<file path="config.mk">
export PLATFORM = sky130hd
export DESIGN_NAME = sdas_seq
export DESIGN_NICKNAME = d
export VERILOG_FILES = /design/src/sdas_pkg.sv /design/src/sdas_prescale.sv /design/src/sdas_decim.sv /design/src/sdas_seq.sv
export SDC_FILE = /design/constraint.sdc
export NUM_CORES = 1
export LEC_CHECK = 0
export BUFFER_PORTS_ARGS = -buffer_cell sky130_fd_sc_hd__buf_2
export CAP_MARGIN = 20
export CORE_MARGIN = 5
export CORE_UTILIZATION = 40
export CTS_CLUSTER_SIZE = 16
export DETAILED_ROUTE_END_ITERATION = 6
export PLACE_DENSITY_LB_ADDON = 0.05
export SETUP_SLACK_MARGIN = 0.05
export SYNTH_ARGS = -nofsm -noshare
export SYNTH_HDL_FRONTEND = slang
export SYNTH_HIERARCHICAL = 1
export SYNTH_SLANG_ARGS = --single-unit
export TNS_END_PERCENT = 50
</file>
<file path="constraint.sdc">
create_clock -name CLK -period 6.8 [get_ports CLK]
set_clock_uncertainty 0.2 [all_clocks]
set_input_delay 1.36 -clock CLK [delete_from_list [all_inputs] [get_ports CLK]]
set_output_delay 1.36 -clock CLK [all_outputs]
set_load 0.1 [all_outputs]
</file>
<file path="src/sdas_pkg.sv">
package sdas_pkg;
    localparam logic [3:0] PORT_A_OFS = 4'h0;
    localparam logic [3:0] PORT_B_OFS = 4'h4;
    localparam logic [3:0] PORT_C_OFS = 4'h8;
    localparam logic [3:0] MREG_CTRL = 4'h0;
    localparam logic [3:0] MREG_CFG1A = 4'h1;
    localparam logic [3:0] MREG_DATA1 = 4'h7;
    localparam logic [3:0] MREG_PRESC = 4'ha;
    localparam int CTRL_CNV_LSB = 0;
    localparam int CTRL_SE_LSB = 4;
    localparam int CFGA_RES_LSB = 0;
    localparam int CFGA_GAIN_LSB = 3;
    localparam int CFGA_COFS_LSB = 8;
    localparam int CFGB_BIAS_LSB = 0;
    localparam int CFGB_REF_LSB = 3;
    localparam logic [15:0] CFG_RST = 16'h0000;
    localparam logic [15:0] CTRL_RST = 16'h0000;
    localparam logic [9:0] PRESC_RST = 10'h004;
    localparam logic [9:0] PRESC_MIN = 10'h004;
    localparam logic [9:0] PRESC_MAX = 10'h200;
    localparam logic [3:0] RES_MIN_BITS = 4'h9;
    localparam logic [3:0] SE_FIXED_FIRST = 4'h9;
    localparam logic [1:0] REF_BG4 = 2'h2;
    typedef enum logic [2:0] {
        S_IDLE = 3'b001,
        S_RUN = 3'b010,
        S_DONE = 3'b100
    } sdas_state_t;
endpackage : sdas_pkg

</file>
<file path="src/sdas_prescale.sv">
`timescale 1ns/1ps
`default_nettype none
module sdas_prescale
    import sdas_pkg::*;
(
    input wire logic clk,
    input wire logic rst_n,
    input wire logic run,
    input wire logic [9:0] div,
    output logic tick,
    output logic adc_clk
);
    logic [9:0] div_eff;
    logic [9:0] cnt_q;
    logic ck_q;

    // Out-of-range divisors are clamped rather than rejected.
    always_comb begin
        if (div < PRESC_MIN) begin
            div_eff = PRESC_MIN;
        end else if (div > PRESC_MAX) begin
            div_eff = PRESC_MAX;
        end else begin
            div_eff = div;
        end
    end

    always_ff @(posedge clk) begin
        if (!rst_n || !run) begin
            cnt_q <= 10'h000;
        end else if (cnt_q == div_eff - 10'h001) begin
            cnt_q <= 10'h000;
        end else begin
            cnt_q <= cnt_q + 10'h001;
        end
    end

    always_ff @(posedge clk) begin
        if (!rst_n) begin
            ck_q <= 1'b0;
        end else begin
            ck_q <= run && (cnt_q < (div_eff >> 1));
        end
    end

    assign tick = run && (cnt_q == div_eff - 10'h001);
    assign adc_clk = ck_q;
endmodule : sdas_prescale
`default_nettype wire

</file>
<file path="src/sdas_decim.sv">
`timescale 1ns/1ps
`default_nettype none
module sdas_decim
    import sdas_pkg::*;
(
    input wire logic clk,
    input wire logic rst_n,
    input wire logic start,
    input wire logic tick,
    input wire logic mod_bit,
    input wire logic [2:0] res,
    input wire logic [2:0] bias,
    output logic done,
    output logic [15:0] result
);
    logic busy_q;
    logic done_q;
    logic [16:0] cnt_q;
    logic [2:0] round_q;
    logic signed [17:0] acc_q;
    logic signed [17:0] acc_d;
    logic signed [24:0] scaled;
    logic [16:0] limit;
    logic last;
    logic [15:0] res_q;

    // A conversion takes 2^(res+9) converter clocks per round.
    assign limit = 17'h00001 << ({2'b00, res} + 5'(RES_MIN_BITS));
    // Higher bias adds whole rounds after the accumulating round 0, so it only ever lengthens it.
    assign last = busy_q && tick && (cnt_q == limit - 17'h00001) && (round_q == bias);

    always_comb begin
        acc_d = acc_q;
        if (busy_q && tick && round_q == 3'h0) begin
            acc_d = mod_bit ? acc_q + 18'sd1 : acc_q - 18'sd1;
        end
        scaled = 25'(acc_d) <<< (3'h7 - res);
    end

    always_ff @(posedge clk) begin
        if (!rst_n) begin
            busy_q <= 1'b0;
            cnt_q <= 17'h00000;
            round_q <= 3'h0;
            acc_q <= 18'sd0;
        end else if (start) begin
            busy_q <= 1'b1;
            cnt_q <= 17'h00000;
            round_q <= 3'h0;
            acc_q <= 18'sd0;
        end else if (busy_q && tick) begin
            acc_q <= acc_d;
            if (cnt_q == limit - 17'h00001) begin
                cnt_q <= 17'h00000;
                round_q <= round_q + 3'h1;
                busy_q <= !last;
            end else begin
                cnt_q <= cnt_q + 17'h00001;
            end
        end
    end

    // Full-scale positive and negative both saturate so the word stays 16-bit signed.
    always_ff @(posedge clk) begin
        if (!rst_n) begin
            done_q <= 1'b0;
            res_q <= 16'h0000;
        end else begin
            done_q <= last;
            if (last) begin
                if (scaled > 25'sd32767) begin
                    res_q <= 16'h7fff;
                end else if (scaled < -25'sd32768) begin
                    res_q <= 16'h8000;
                end else begin
                    res_q <= scaled[15:0];
                end
            end
        end
    end

    assign done = done_q;
    assign result = res_q;
endmodule : sdas_decim
`default_nettype wire

</file>
<file path="src/sdas_seq.sv">
`timescale 1ns/1ps
`default_nettype none
module sdas_seq
    import sdas_pkg::*;
(
    input wire logic CLK,
    input wire logic RESET_N,
    input wire logic WB_CYC_I,
    input wire logic WB_STB_I,
    input wire logic WB_WE_I,
    input wire logic [3:0] WB_ADR_I,
    input wire logic [3:0] WB_SEL_I,
    input wire logic [31:0] WB_DAT_I,
    output logic [31:0] WB_DAT_O,
    output logic WB_ACK_O,
    input wire logic MOD_BIT,
    output logic ADC_CLK,
    output logic MOD_ENABLE,
    output logic CPU_HALT,
    output logic [1:0] CHAN_SELECT,
    output logic [3:0] SINGLE_ENDED_SELECT,
    output logic [4:0] PGA_GAIN,
    output logic GAIN_FIXED,
    output logic [5:0] COARSE_OFFSET,
    output logic [2:0] BIAS_LEVEL_SELECT,
    output logic [1:0] REFERENCE_SELECT
);
    sdas_state_t state_q;
    logic ack_q;
    logic [31:0] dat_q;
    logic [3:0] port_a_q;
    logic [15:0] ctrl_q;
    logic [9:0] presc_q;
    logic [15:0] cfg_a_q [3];
    logic [15:0] cfg_b_q [3];
    logic [15:0] data_q [3];
    logic [1:0] chan_q;
    logic mod_s1_q;
    logic mod_s2_q;
    logic [1:0] chan_out_q;
    logic [3:0] se_out_q;
    logic [4:0] gain_out_q;
    logic fixed_out_q;
    logic [5:0] cofs_out_q;
    logic [2:0] bias_out_q;
    logic [1:0] ref_out_q;
    logic wb_req;
    logic wb_wr;
    logic mwr;
    logic [15:0] mwdata;
    logic [2:0] cnv_req;
    logic start;
    logic tick;
    logic dec_done;
    logic [15:0] dec_result;
    logic [15:0] cur_a;
    logic [15:0] cur_b;
    logic [15:0] presc_wr;
    logic [2:0] run_res;
    logic [2:0] run_bias;
    logic se_fixed;

    // Byte-lane merge of a 16-bit module register.
    function automatic logic [15:0] merge16(input logic [15:0] old, input logic [15:0] nw,
                                            input logic [1:0] sel);
        merge16 = {sel[1] ? nw[15:8] : old[15:8], sel[0] ? nw[7:0] : old[7:0]};
    endfunction : merge16

    // Module index of a channel's configuration register (b selects the second).
    function automatic logic [3:0] cfg_index(input int c, input logic b);
        cfg_index = 4'(MREG_CFG1A + 2 * c + (b ? 1 : 0));
    endfunction : cfg_index

    function automatic logic [15:0] pick(input logic [15:0] r0, input logic [15:0] r1,
                                         input logic [15:0] r2, input logic [1:0] c);
        case (c)
            2'h0: pick = r0;
            2'h1: pick = r1;
            2'h2: pick = r2;
            default: pick = 16'h0000;
        endcase
    endfunction : pick

    // Convert bits are granted to channel one first, then two, then temperature.
    function automatic logic [1:0] first_chan(input logic [2:0] req);
        if (req[0]) begin
            first_chan = 2'h0;
        end else if (req[1]) begin
            first_chan = 2'h1;
        end else begin
            first_chan = 2'h2;
        end
    endfunction : first_chan

    // Unlisted module indices read as zero.
    function automatic logic [15:0] mreg_read(input logic [3:0] idx);
        mreg_read = 16'h0000;
        for (int c = 0; c < 3; c++) begin
            if (idx == cfg_index(c, 1'b0)) begin
                mreg_read = cfg_a_q[c];
            end
            if (idx == cfg_index(c, 1'b1)) begin
                mreg_read = cfg_b_q[c];
            end
            if (idx == 4'(MREG_DATA1 + c)) begin
                mreg_read = data_q[c];
            end
        end
        if (idx == MREG_CTRL) begin
            mreg_read = ctrl_q;
        end
        if (idx == MREG_PRESC) begin
            mreg_read = {6'h00, presc_q};
        end
    endfunction : mreg_read

    // Bus side: one wait state, then ack for exactly one cycle.
    assign wb_req = WB_CYC_I && WB_STB_I;
    assign wb_wr = wb_req && WB_WE_I && ack_q;
    // Module registers are never decoded directly; port A points, port C moves data.
    assign mwr = wb_wr && (WB_ADR_I == PORT_C_OFS);
    assign mwdata = WB_DAT_I[15:0];
    // Only the low ten bits of the prescaler word are stored; the rest read as zero.
    assign presc_wr = merge16({6'h00, presc_q}, mwdata, WB_SEL_I[1:0]);
    assign cnv_req = mwdata[CTRL_CNV_LSB +: 3];
    // Start only from a control write that carries a convert bit.
    assign start = mwr && (port_a_q == MREG_CTRL) && WB_SEL_I[0] && (cnv_req != 3'h0)
                   && (state_q == S_IDLE);

    always_ff @(posedge CLK) begin
        if (!RESET_N) begin
            ack_q <= 1'b0;
            dat_q <= 32'h00000000;
        end else begin
            ack_q <= wb_req && !ack_q;
            if (wb_req && !ack_q && !WB_WE_I) begin
                case (WB_ADR_I)
                    PORT_A_OFS: dat_q <= {28'h0000000, port_a_q};
                    PORT_B_OFS: dat_q <= {28'h0000000, state_q != S_IDLE, 1'b0, chan_q};
                    PORT_C_OFS: dat_q <= {16'h0000, mreg_read(port_a_q)};
                    default: dat_q <= 32'h00000000;
                endcase
            end
        end
    end

    always_ff @(posedge CLK) begin
        if (!RESET_N) begin
            port_a_q <= 4'h0;
        end else if (wb_wr && WB_ADR_I == PORT_A_OFS && WB_SEL_I[0]) begin
            port_a_q <= WB_DAT_I[3:0];
        end
    end

    always_ff @(posedge CLK) begin
        if (!RESET_N) begin
            ctrl_q <= CTRL_RST;
        end else if (dec_done) begin
            ctrl_q[CTRL_CNV_LSB +: 3] <= 3'h0;
        end else if (mwr && port_a_q == MREG_CTRL) begin
            ctrl_q <= merge16(ctrl_q, mwdata, WB_SEL_I[1:0]);
        end
    end

    always_ff @(posedge CLK) begin
        if (!RESET_N) begin
            presc_q <= PRESC_RST;
        end else if (mwr && port_a_q == MREG_PRESC) begin
            presc_q <= presc_wr[9:0];
        end
    end

    // Each of the three channels owns two settings words and one result.
    for (genvar c = 0; c < 3; c++) begin : g_ch
        always_ff @(posedge CLK) begin
            if (!RESET_N) begin
                cfg_a_q[c] <= CFG_RST;
                cfg_b_q[c] <= CFG_RST;
            end else if (mwr) begin
                if (port_a_q == cfg_index(c, 1'b0)) begin
                    cfg_a_q[c] <= merge16(cfg_a_q[c], mwdata, WB_SEL_I[1:0]);
                end
                if (port_a_q == cfg_index(c, 1'b1)) begin
                    cfg_b_q[c] <= merge16(cfg_b_q[c], mwdata, WB_SEL_I[1:0]);
                end
            end
        end

        always_ff @(posedge CLK) begin
            if (!RESET_N) begin
                data_q[c] <= 16'h0000;
            end else if (dec_done && chan_q == 2'(c)) begin
                data_q[c] <= dec_result;
            end
        end
    end

    // Channel one wins when software sets several convert bits at once.
    always_ff @(posedge CLK) begin
        if (!RESET_N) begin
            state_q <= S_IDLE;
            chan_q <= 2'h0;
        end else begin
            case (state_q)
                S_IDLE: begin
                    if (start) begin
                        state_q <= S_RUN;
                        chan_q <= first_chan(cnv_req);
                    end
                end
                S_RUN: begin
                    if (dec_done) begin
                        state_q <= S_DONE;
                    end
                end
                S_DONE: begin
                    state_q <= S_IDLE;
                end
                default: begin
                    state_q <= S_IDLE;
                end
            endcase
        end
    end

    assign cur_a = pick(cfg_a_q[0], cfg_a_q[1], cfg_a_q[2], chan_q);
    assign cur_b = pick(cfg_b_q[0], cfg_b_q[1], cfg_b_q[2], chan_q);

    // The decimator follows the latched channel, not bus data that may move during a run.
    assign run_res = cur_a[CFGA_RES_LSB +: 3];
    assign run_bias = cur_b[CFGB_BIAS_LSB +: 3];
    assign se_fixed = ctrl_q[CTRL_SE_LSB +: 4] >= SE_FIXED_FIRST;

    // Front-end settings are registered so the analog side never sees decode glitches.
    always_ff @(posedge CLK) begin
        if (!RESET_N) begin
            chan_out_q <= 2'h0;
            se_out_q <= 4'h0;
            gain_out_q <= 5'h00;
            fixed_out_q <= 1'b0;
            cofs_out_q <= 6'h00;
            bias_out_q <= 3'h0;
            ref_out_q <= 2'h0;
        end else begin
            chan_out_q <= chan_q;
            // Single-ended routing only exists on channels one and two.
            se_out_q <= (chan_q == 2'h2) ? 4'h0 : ctrl_q[CTRL_SE_LSB +: 4];
            gain_out_q <= cur_a[CFGA_GAIN_LSB +: 5];
            fixed_out_q <= (chan_q != 2'h2) && se_fixed;
            cofs_out_q <= cur_a[CFGA_COFS_LSB +: 6];
            bias_out_q <= cur_b[CFGB_BIAS_LSB +: 3];
            ref_out_q <= (chan_q == 2'h2) ? REF_BG4 : cur_b[CFGB_REF_LSB +: 2];
        end
    end

    // The modulator bit is asynchronous to CLK.
    always_ff @(posedge CLK) begin
        if (!RESET_N) begin
            mod_s1_q <= 1'b0;
            mod_s2_q <= 1'b0;
        end else begin
            mod_s1_q <= MOD_BIT;
            mod_s2_q <= mod_s1_q;
        end
    end

    sdas_prescale u_presc (
        .clk(CLK),
        .rst_n(RESET_N),
        .run(state_q == S_RUN),
        .div(presc_q),
        .tick(tick),
        .adc_clk(ADC_CLK)
    );

    sdas_decim u_decim (
        .clk(CLK),
        .rst_n(RESET_N),
        .start(state_q == S_IDLE && start),
        .tick(tick),
        .mod_bit(mod_s2_q),
        .res(run_res),
        .bias(run_bias),
        .done(dec_done),
        .result(dec_result)
    );

    assign WB_ACK_O = ack_q;
    assign WB_DAT_O = dat_q;
    assign MOD_ENABLE = (state_q == S_RUN);
    // Halt covers the whole run and the latch cycle, then drops.
    assign CPU_HALT = (state_q != S_IDLE);
    assign CHAN_SELECT = chan_out_q;
    assign SINGLE_ENDED_SELECT = se_out_q;
    assign PGA_GAIN = gain_out_q;
    assign GAIN_FIXED = fixed_out_q;
    assign COARSE_OFFSET = cofs_out_q;
    assign BIAS_LEVEL_SELECT = bias_out_q;
    assign REFERENCE_SELECT = ref_out_q;
endmodule : sdas_seq
`default_nettype wire

</file>
; ---- Word-level counts from Yosys, hierarchy flattened
; Memories as Yosys holds them, arrays and structs flattened.
; Cells that the tools add are included.
[classes]
add_sub_neg = 9
order_cmp = 6
eq_ne = 23
n_shift = 2
muxes = 85
bitwise_logic = 11
reduce_logical = 50
[ops]
columns = op, count
row1 = 16-bit 2-to-1 mux, 22
row2 = 8-bit 2-to-1 mux, 12
row3 = 16-bit case mux with 3 select lines, 1
row4 = 14-bit case mux with 3 select lines, 1
row5 = 1-bit 2-to-1 mux, 37
row6 = 18-bit 2-to-1 mux, 2
row7 = 25-bit by 16-bit greater-than comparator with 1-bit output (second input constant), 1
row8 = 25-bit by 16-bit less-than comparator with 1-bit output (second input constant), 1
row9 = 18-bit by 3-bit <<< shifter with 25-bit output, 1
row10 = 1-bit logical AND, 24
row11 = 4-bit by 3-bit equality test with 1-bit output (second input constant), 5
row12 = 10-bit 2-to-1 mux, 2
row13 = 18-bit by 2-bit adder with 18-bit output (second input constant), 1
row14 = 18-bit by 2-bit subtractor with 18-bit output (second input constant), 1
row15 = 17-bit by 1-bit adder with 17-bit output (second input constant), 1
row16 = 17-bit equality test, 1
row17 = 17-bit 2-to-1 mux, 1
row18 = 1-bit by 5-bit left shift with 17-bit output (first input constant), 1
row19 = 17-bit by 1-bit subtractor with 17-bit output (second input constant), 1
row20 = 4-bit equality test (second input constant), 4
row21 = 5-bit case mux with 3 select lines, 1
row22 = 2-bit AND reduction, 7
row23 = 10-bit by 1-bit adder with 10-bit output (second input constant), 1
row24 = 10-bit equality test, 1
row25 = other kinds (32), 56
[word_totals]
regBits = 160
ram_bits = 144
output_inout_bits = 59
wordCells = 217
mem_count = 3
[mem_list]
columns = memory, words, width, rd, rd_ports_with_merged_regs, wr, line_no
row1 = cfg_a_q, 3, 16, 3, 0, 3, sdas_seq.sv:34  ; logic [15:0] cfg_a_q [3];
row2 = cfg_b_q, 3, 16, 3, 0, 3, sdas_seq.sv:35  ; logic [15:0] cfg_b_q [3];
row3 = data_q, 3, 16, 3, 0, 3, sdas_seq.sv:36  ; logic [15:0] data_q [3];

; ---- Logic depth before layout (Yosys ltp)
[logic_depth]
depth_word = 13
ltp_mapped = 25

; ---- By module
; Netlist, hierarchy kept.
[modules_own_cells]
columns = module, instances, cells_per_inst, area_per_inst_um2, seq_area_each_um2
row1 = sdas_seq, 1, 1005, 10613.9, 5865.6
row2 = sdas_decim, 1, 592, 4621.9, 1121.1
row3 = sdas_prescale, 1, 155, 1223.7, 220.2

; ---- Least setup slack after synthesis
; OpenSTA, ideal clock, no wires.
[synth_timing]
path_kind = register to register
from = register presc_q[2]
to = register u_decim.res_q[12], in the netlist u_decim/result[12]
setup_ps = 120
t_arrival_ps = 4882
required_ps = 6480
setup_slack_ps = 1598
stages_incl_launch_ff = 24
path_buffers = 4
synth_period_minus_slack_ps = 5202
path_cell_list = dfxtp_1 buf_6 nor4_4 a21oi_1 nand2_1 ha_1 or4b_2 o211ai_1 a21o_1 o211ai_1 a211oi_1 and3_1 and4b_1 buf_2 buf_2 o21ai_0 o21ai_0 nand3_1 mux2i_1 a221oi_2 o221a_2 nor4_4 buf_6 a21oi_1
[synth_between]
elab_chain_cells = 13
elab_cells_between_ends = 17
[synth_rtl]
columns = element, line_no
row1 = "start, declared", sdas_seq.sv:33  ; logic [9:0] presc_q;
row2 = "start signal, assigned", sdas_seq.sv:169  ; presc_q <= presc_wr[9:0];
row3 = 10-bit greater-than comparator, sdas_prescale.sv:21  ; end else if (div > PRESC_MAX) begin
row4 = 10-bit 2-to-1 mux, sdas_prescale.sv:21
row5 = 10-bit 2-to-1 mux *, sdas_prescale.sv:19  ; if (div < PRESC_MIN) begin
row6 = 10-bit by 1-bit subtractor with 10-bit output *, sdas_prescale.sv:46  ; assign tick = run && (cnt_q == div_eff - 10'h001);
row7 = 10-bit equality test *, sdas_prescale.sv:46
row8 = 1-bit logical AND *, sdas_prescale.sv:46
row9 = net tick, sdas_seq.sv:53  ; logic tick;
row10 = 1-bit logical AND *, "sdas_decim.sv:30, sdas_decim.sv:34"
row11 = 1-bit logical AND, sdas_decim.sv:34  ; if (busy_q && tick && round_q == 3'h0) begin
row12 = 18-bit 2-to-1 mux, sdas_decim.sv:34
row13 = 18-bit by 3-bit <<< shifter with 25-bit output, sdas_decim.sv:37  ; scaled = 25'(acc_d) <<< (3'h7 - res);
row14 = 25-bit by 16-bit less-than comparator with 1-bit output, sdas_decim.sv:73  ; end else if (scaled < -25'sd32768) begin
row15 = 16-bit 2-to-1 mux, sdas_decim.sv:73
row16 = 16-bit 2-to-1 mux, sdas_decim.sv:71  ; if (scaled > 25'sd32767) begin
row17 = "end signal, assigned", sdas_decim.sv:76  ; res_q <= scaled[15:0];
row18 = "end, declared", sdas_decim.sv:25  ; logic [15:0] res_q;
; Mark *: on every way through the listed nets, which the timed path passes. The rest lies on a longest branch.
; A chain may end at the register's enable or synchronous reset.

; ---- Final worst setup path
[layout_timing]
from = register presc_q[2]
to = register u_decim.res_q[0], in the netlist u_decim/result[0]
; Same word-level chain as after synthesis.

==> flow_metrics.env <==
export IMPL_worstHoldPathType="reg -> reg"
export IMPL_worst_path_max_delay_cell="and4b_1"
export IMPL_hp_start="WB_ACK_O$_SDFF_PN0_"
export IMPL_worstPathMaxFanout=15
export IMPL_setup_worst_path_start="presc_q[2]$_SDFFE_PN1P_"
export IMPL_placedInstanceArea_um2=17140
export IMPL_finalCriticalPeriod_ns=6.211
export IMPL_wl_per_cell_um=22.72
export IMPL_run_status="finished, final reports clean"
export IMPL_max_freq_ghz=0.1610
export IMPL_die_h_um=212.9
export IMPL_synth_warnings=6
export IMPL_crit_type="reg -> reg"
export IMPL_remaining_drc_errors=0
export IMPL_seq_area_frac_synth=0.4379
export IMPL_antenna_left=0
export IMPL_min_delay_path_depth=1
export IMPL_synth_compound_area_share=0.1827
export IMPL_clkSlewWorstSetupHoldPaths_ns=0.06
export IMPL_hold_slack_ns=0.2882
export IMPL_coreArea_um2=40740
export IMPL_fin_util=0.4488
export IMPL_vias_per_cell=5.730
export IMPL_layout_commonest_cell="and2_1"
export IMPL_initial_core_util=0.4040
export IMPL_insertedDiodeCount=0
export IMPL_setup_viol=0
export IMPL_period_share=0.9134
export IMPL_htreeDepth=2
export IMPL_total_power_mw=3.991
export IMPL_synthFlopType="edfxtp_1"
export IMPL_via_count=13400
export IMPL_critPathArrivalTime_ns=6.43
export IMPL_grt_pass1_wl_mm=80.41
export IMPL_final_cell_mix="and2_1, nor2_1, nand2_1"
export IMPL_r2r_cells=22
export IMPL_slew_violations=0
export IMPL_ir_drop_uv=135.6
export IMPL_first_iter_violations=1141
export IMPL_grt_max_degree=53
export IMPL_tightest_slew_ns=0.9449
export IMPL_stdcell_area_um2=18280
export IMPL_fill_cells=4021
export IMPL_die_width_um=212.9
export IMPL_critPathLaunchType="flop"
export IMPL_floorplan_die_area_um2=45310
export IMPL_ios=105
export IMPL_place_hpwl_mm=38.29
export IMPL_r2r_setup_slack_ns=0.59
export IMPL_area_delta_synth_final_pct=11.08
export IMPL_routed_wl_mm=53.11
export IMPL_port_buffer_count=70
export IMPL_grt_antenna_before_repair=2
export IMPL_postCtsHoldBufs=0
export IMPL_synth_cell_types=111
export IMPL_insertion_delay_ns=0.56
export IMPL_r2r_start="presc_q[2]$_SDFFE_PN1P_"
export IMPL_synth_xor_area_frac=0.02813
export IMPL_end_kind="flop"
export IMPL_fin_nets=1858
export IMPL_place_gp_congestion=0.8525
export IMPL_cap_violations=0
export IMPL_cpPeakStageDelay_ns=0.66
export IMPL_cp_cell_sequence="nor4_4, a21oi_1, nand2_1, ha_1, or4b_2, o211ai_1, a21o_1, o211ai_1, a211oi_1, and3_1, and4b_1, buf_4, nand3_1, mux2_2, o311ai_0, nand2b_1, a21boi_1, o21a_1, a21boi_2, nor4_4, buf_4, a21oi_1"
export IMPL_grt_remaining_overflow=0
export IMPL_cts_max_path_buffers=3
export IMPL_p_leak_nw=6.882
export IMPL_post_cts_buffers=0
export IMPL_p_per_area_nw_per_um2=218.3
export IMPL_tns_ns=0
export IMPL_hold_viol=0
export IMPL_cts_tree="yes"
export IMPL_synth_simple_area_share=0.2242
export IMPL_grt_pass1_vias=12970
export IMPL_synth_fa_ha_area_frac=0.02630
export IMPL_synthArstFlopShare=0
export IMPL_synth_edf_count=144
export IMPL_avgSynthCellArea_um2=9.395
export IMPL_grtUsageTotal=0.2309
export IMPL_synth_top_family_by_area="simple AND/OR/NAND/NOR gates"
export IMPL_cp_required_ns=7.02
export IMPL_holdPathEnd="WB_ACK_O$_SDFF_PN0_"
export IMPL_dr_pass1_iters=5
export IMPL_cts_inserted_buffers=37
export IMPL_syn_cell_area_um2=16460
export IMPL_cts_root_buf="clkbuf_16"
export IMPL_syn_instance_count=1752
export IMPL_numClockSinks=288
export IMPL_rows=74
export IMPL_muxShareOfSynthArea=0.05230
export IMPL_ctsResizeCount=0
export IMPL_slew_limit_headroom=0.3677
export IMPL_drive_gt1_frac=0.1290
export IMPL_synth_seq_cells=288
export IMPL_regToRegEndpoint="u_decim/result[0]$_SDFFE_PN0P_"
export IMPL_rsz0062_at_grt="false"
==> worst max-delay path: cells and delay by family, from the launching register on <==
kind / cells / cell delay [ns]
AOI/OAI and AO/OA: 10 / 1.54
muxes: 1 / 0.27
and+or+nand+nor: 8 / 2.72
adders and majority gates: 1 / 0.31
buffers and inverters: 2 / 0.58
DFF: 1 / 0.45
==> cell usage after synthesis, types with 27 or more instances <==
| cell | count | area, µm² |
|---|---|---|
| a21oi_1 | 100 | 500.5 |
| and2_1 | 160 | 1001 |
| buf_2 | 31 | 155.2 |
| clkbuf_1 | 66 | 247.7 |
| dfxtp_1 | 144 | 2883 |
| edfxtp_1 | 144 | 4324 |
| ha_1 | 33 | 412.9 |
| inv_1 | 27 | 101.4 |
| mux2i_1 | 77 | 770.7 |
| nand2_1 | 156 | 585.6 |
| nand3_1 | 42 | 210.2 |
| nor2_1 | 159 | 596.8 |
| nor3_1 | 31 | 155.2 |
| o21ai_0 | 101 | 505.5 |
| xnor2_1 | 27 | 236.5 |
==> how the worst max path moves through the flow <==
stage	end	slack, ns	cells past startpoint
floorplan	u_decim/result[12]$_SDFFE_PN0P_	1.60	23
global placement	u_decim/result[6]$_SDFFE_PN0P_	0.66	22
detailed placement	u_decim/result[14]$_SDFFE_PN0P_	0.61	22
CTS	u_decim/result[0]$_SDFFE_PN0P_	0.56	22
global route	u_decim/result[2]$_SDFFE_PN0P_	0.14	22
finish	u_decim/result[0]$_SDFFE_PN0P_	0.59	22
==> cell type report <==
cell class	instances	area [µm²]	share of cell area
multi-input combinational	1316	8534	0.4668
sequential	288	7209	0.3943
clock buffer	51	998.5	0.05461
tap	532	665.6	0.03641
timing repair buffer	107	631.9	0.03456
clock inverter	16	137.6	0.007528
inverter	28	105.1	0.005749
==> kinds of logic (layout without fill, tap and decap cells) <==
kind of cell	count (synthesis)	after routing
AO/OA/AOI/OAI	439	439
XOR/XNOR	52	52
adder cells (fa/ha/maj)	34	34
buffers and inverters	163	202
flip-flops	288	288
multiplexers	84	84
other	1	16
AND/OR/NAND/NOR	691	691
==> registers in the layout, summed over array words and instances, names as in the netlist, 16 cells and up <==
| register | count |
|---|---|
| cfg_b_q | 48 |
| data_q | 48 |
| ctrl_q | 16 |
| WB_DAT_O | 16 |
| cfg_a_q | 48 |
| u_decim/cnt_q | 17 |
| u_decim/acc_q | 18 |
| u_decim/result | 16 |
==> stage by stage <==
| step | cells | setup WS [ns] |
|---|---|---|
| 2_1_floorplan | 1767 | 1.598 |
| 5_1_grt | 2338 | 0.1376 |
| 3_5_place_dp | 2270 | 0.6057 |
| 6_report | 2338 | 0.5887 |
| 3_3_place_gp | 2269 | 0.6633 |
| 4_1_cts | 2337 | 0.5624 |
==> where the power goes <==
part           leakage [nW]  total, mW  switching [mW]  internal (mW)
clock                 0.555       1.88           0.777           1.11
sequential             2.62       1.88          0.0200           1.86
combinational          3.71      0.232           0.185         0.0473
==> per-layer routing <==
layer	track usage	share of wire	vias up
met5	0	0.00024	-
li1	-	-	6419
met4	0.05297	0.018	2
met3	0.03717	0.062	65
met2	0.3843	0.48	411
met1	0.3183	0.44	6500
No activity file was read; power rests on OpenSTA's default activity.
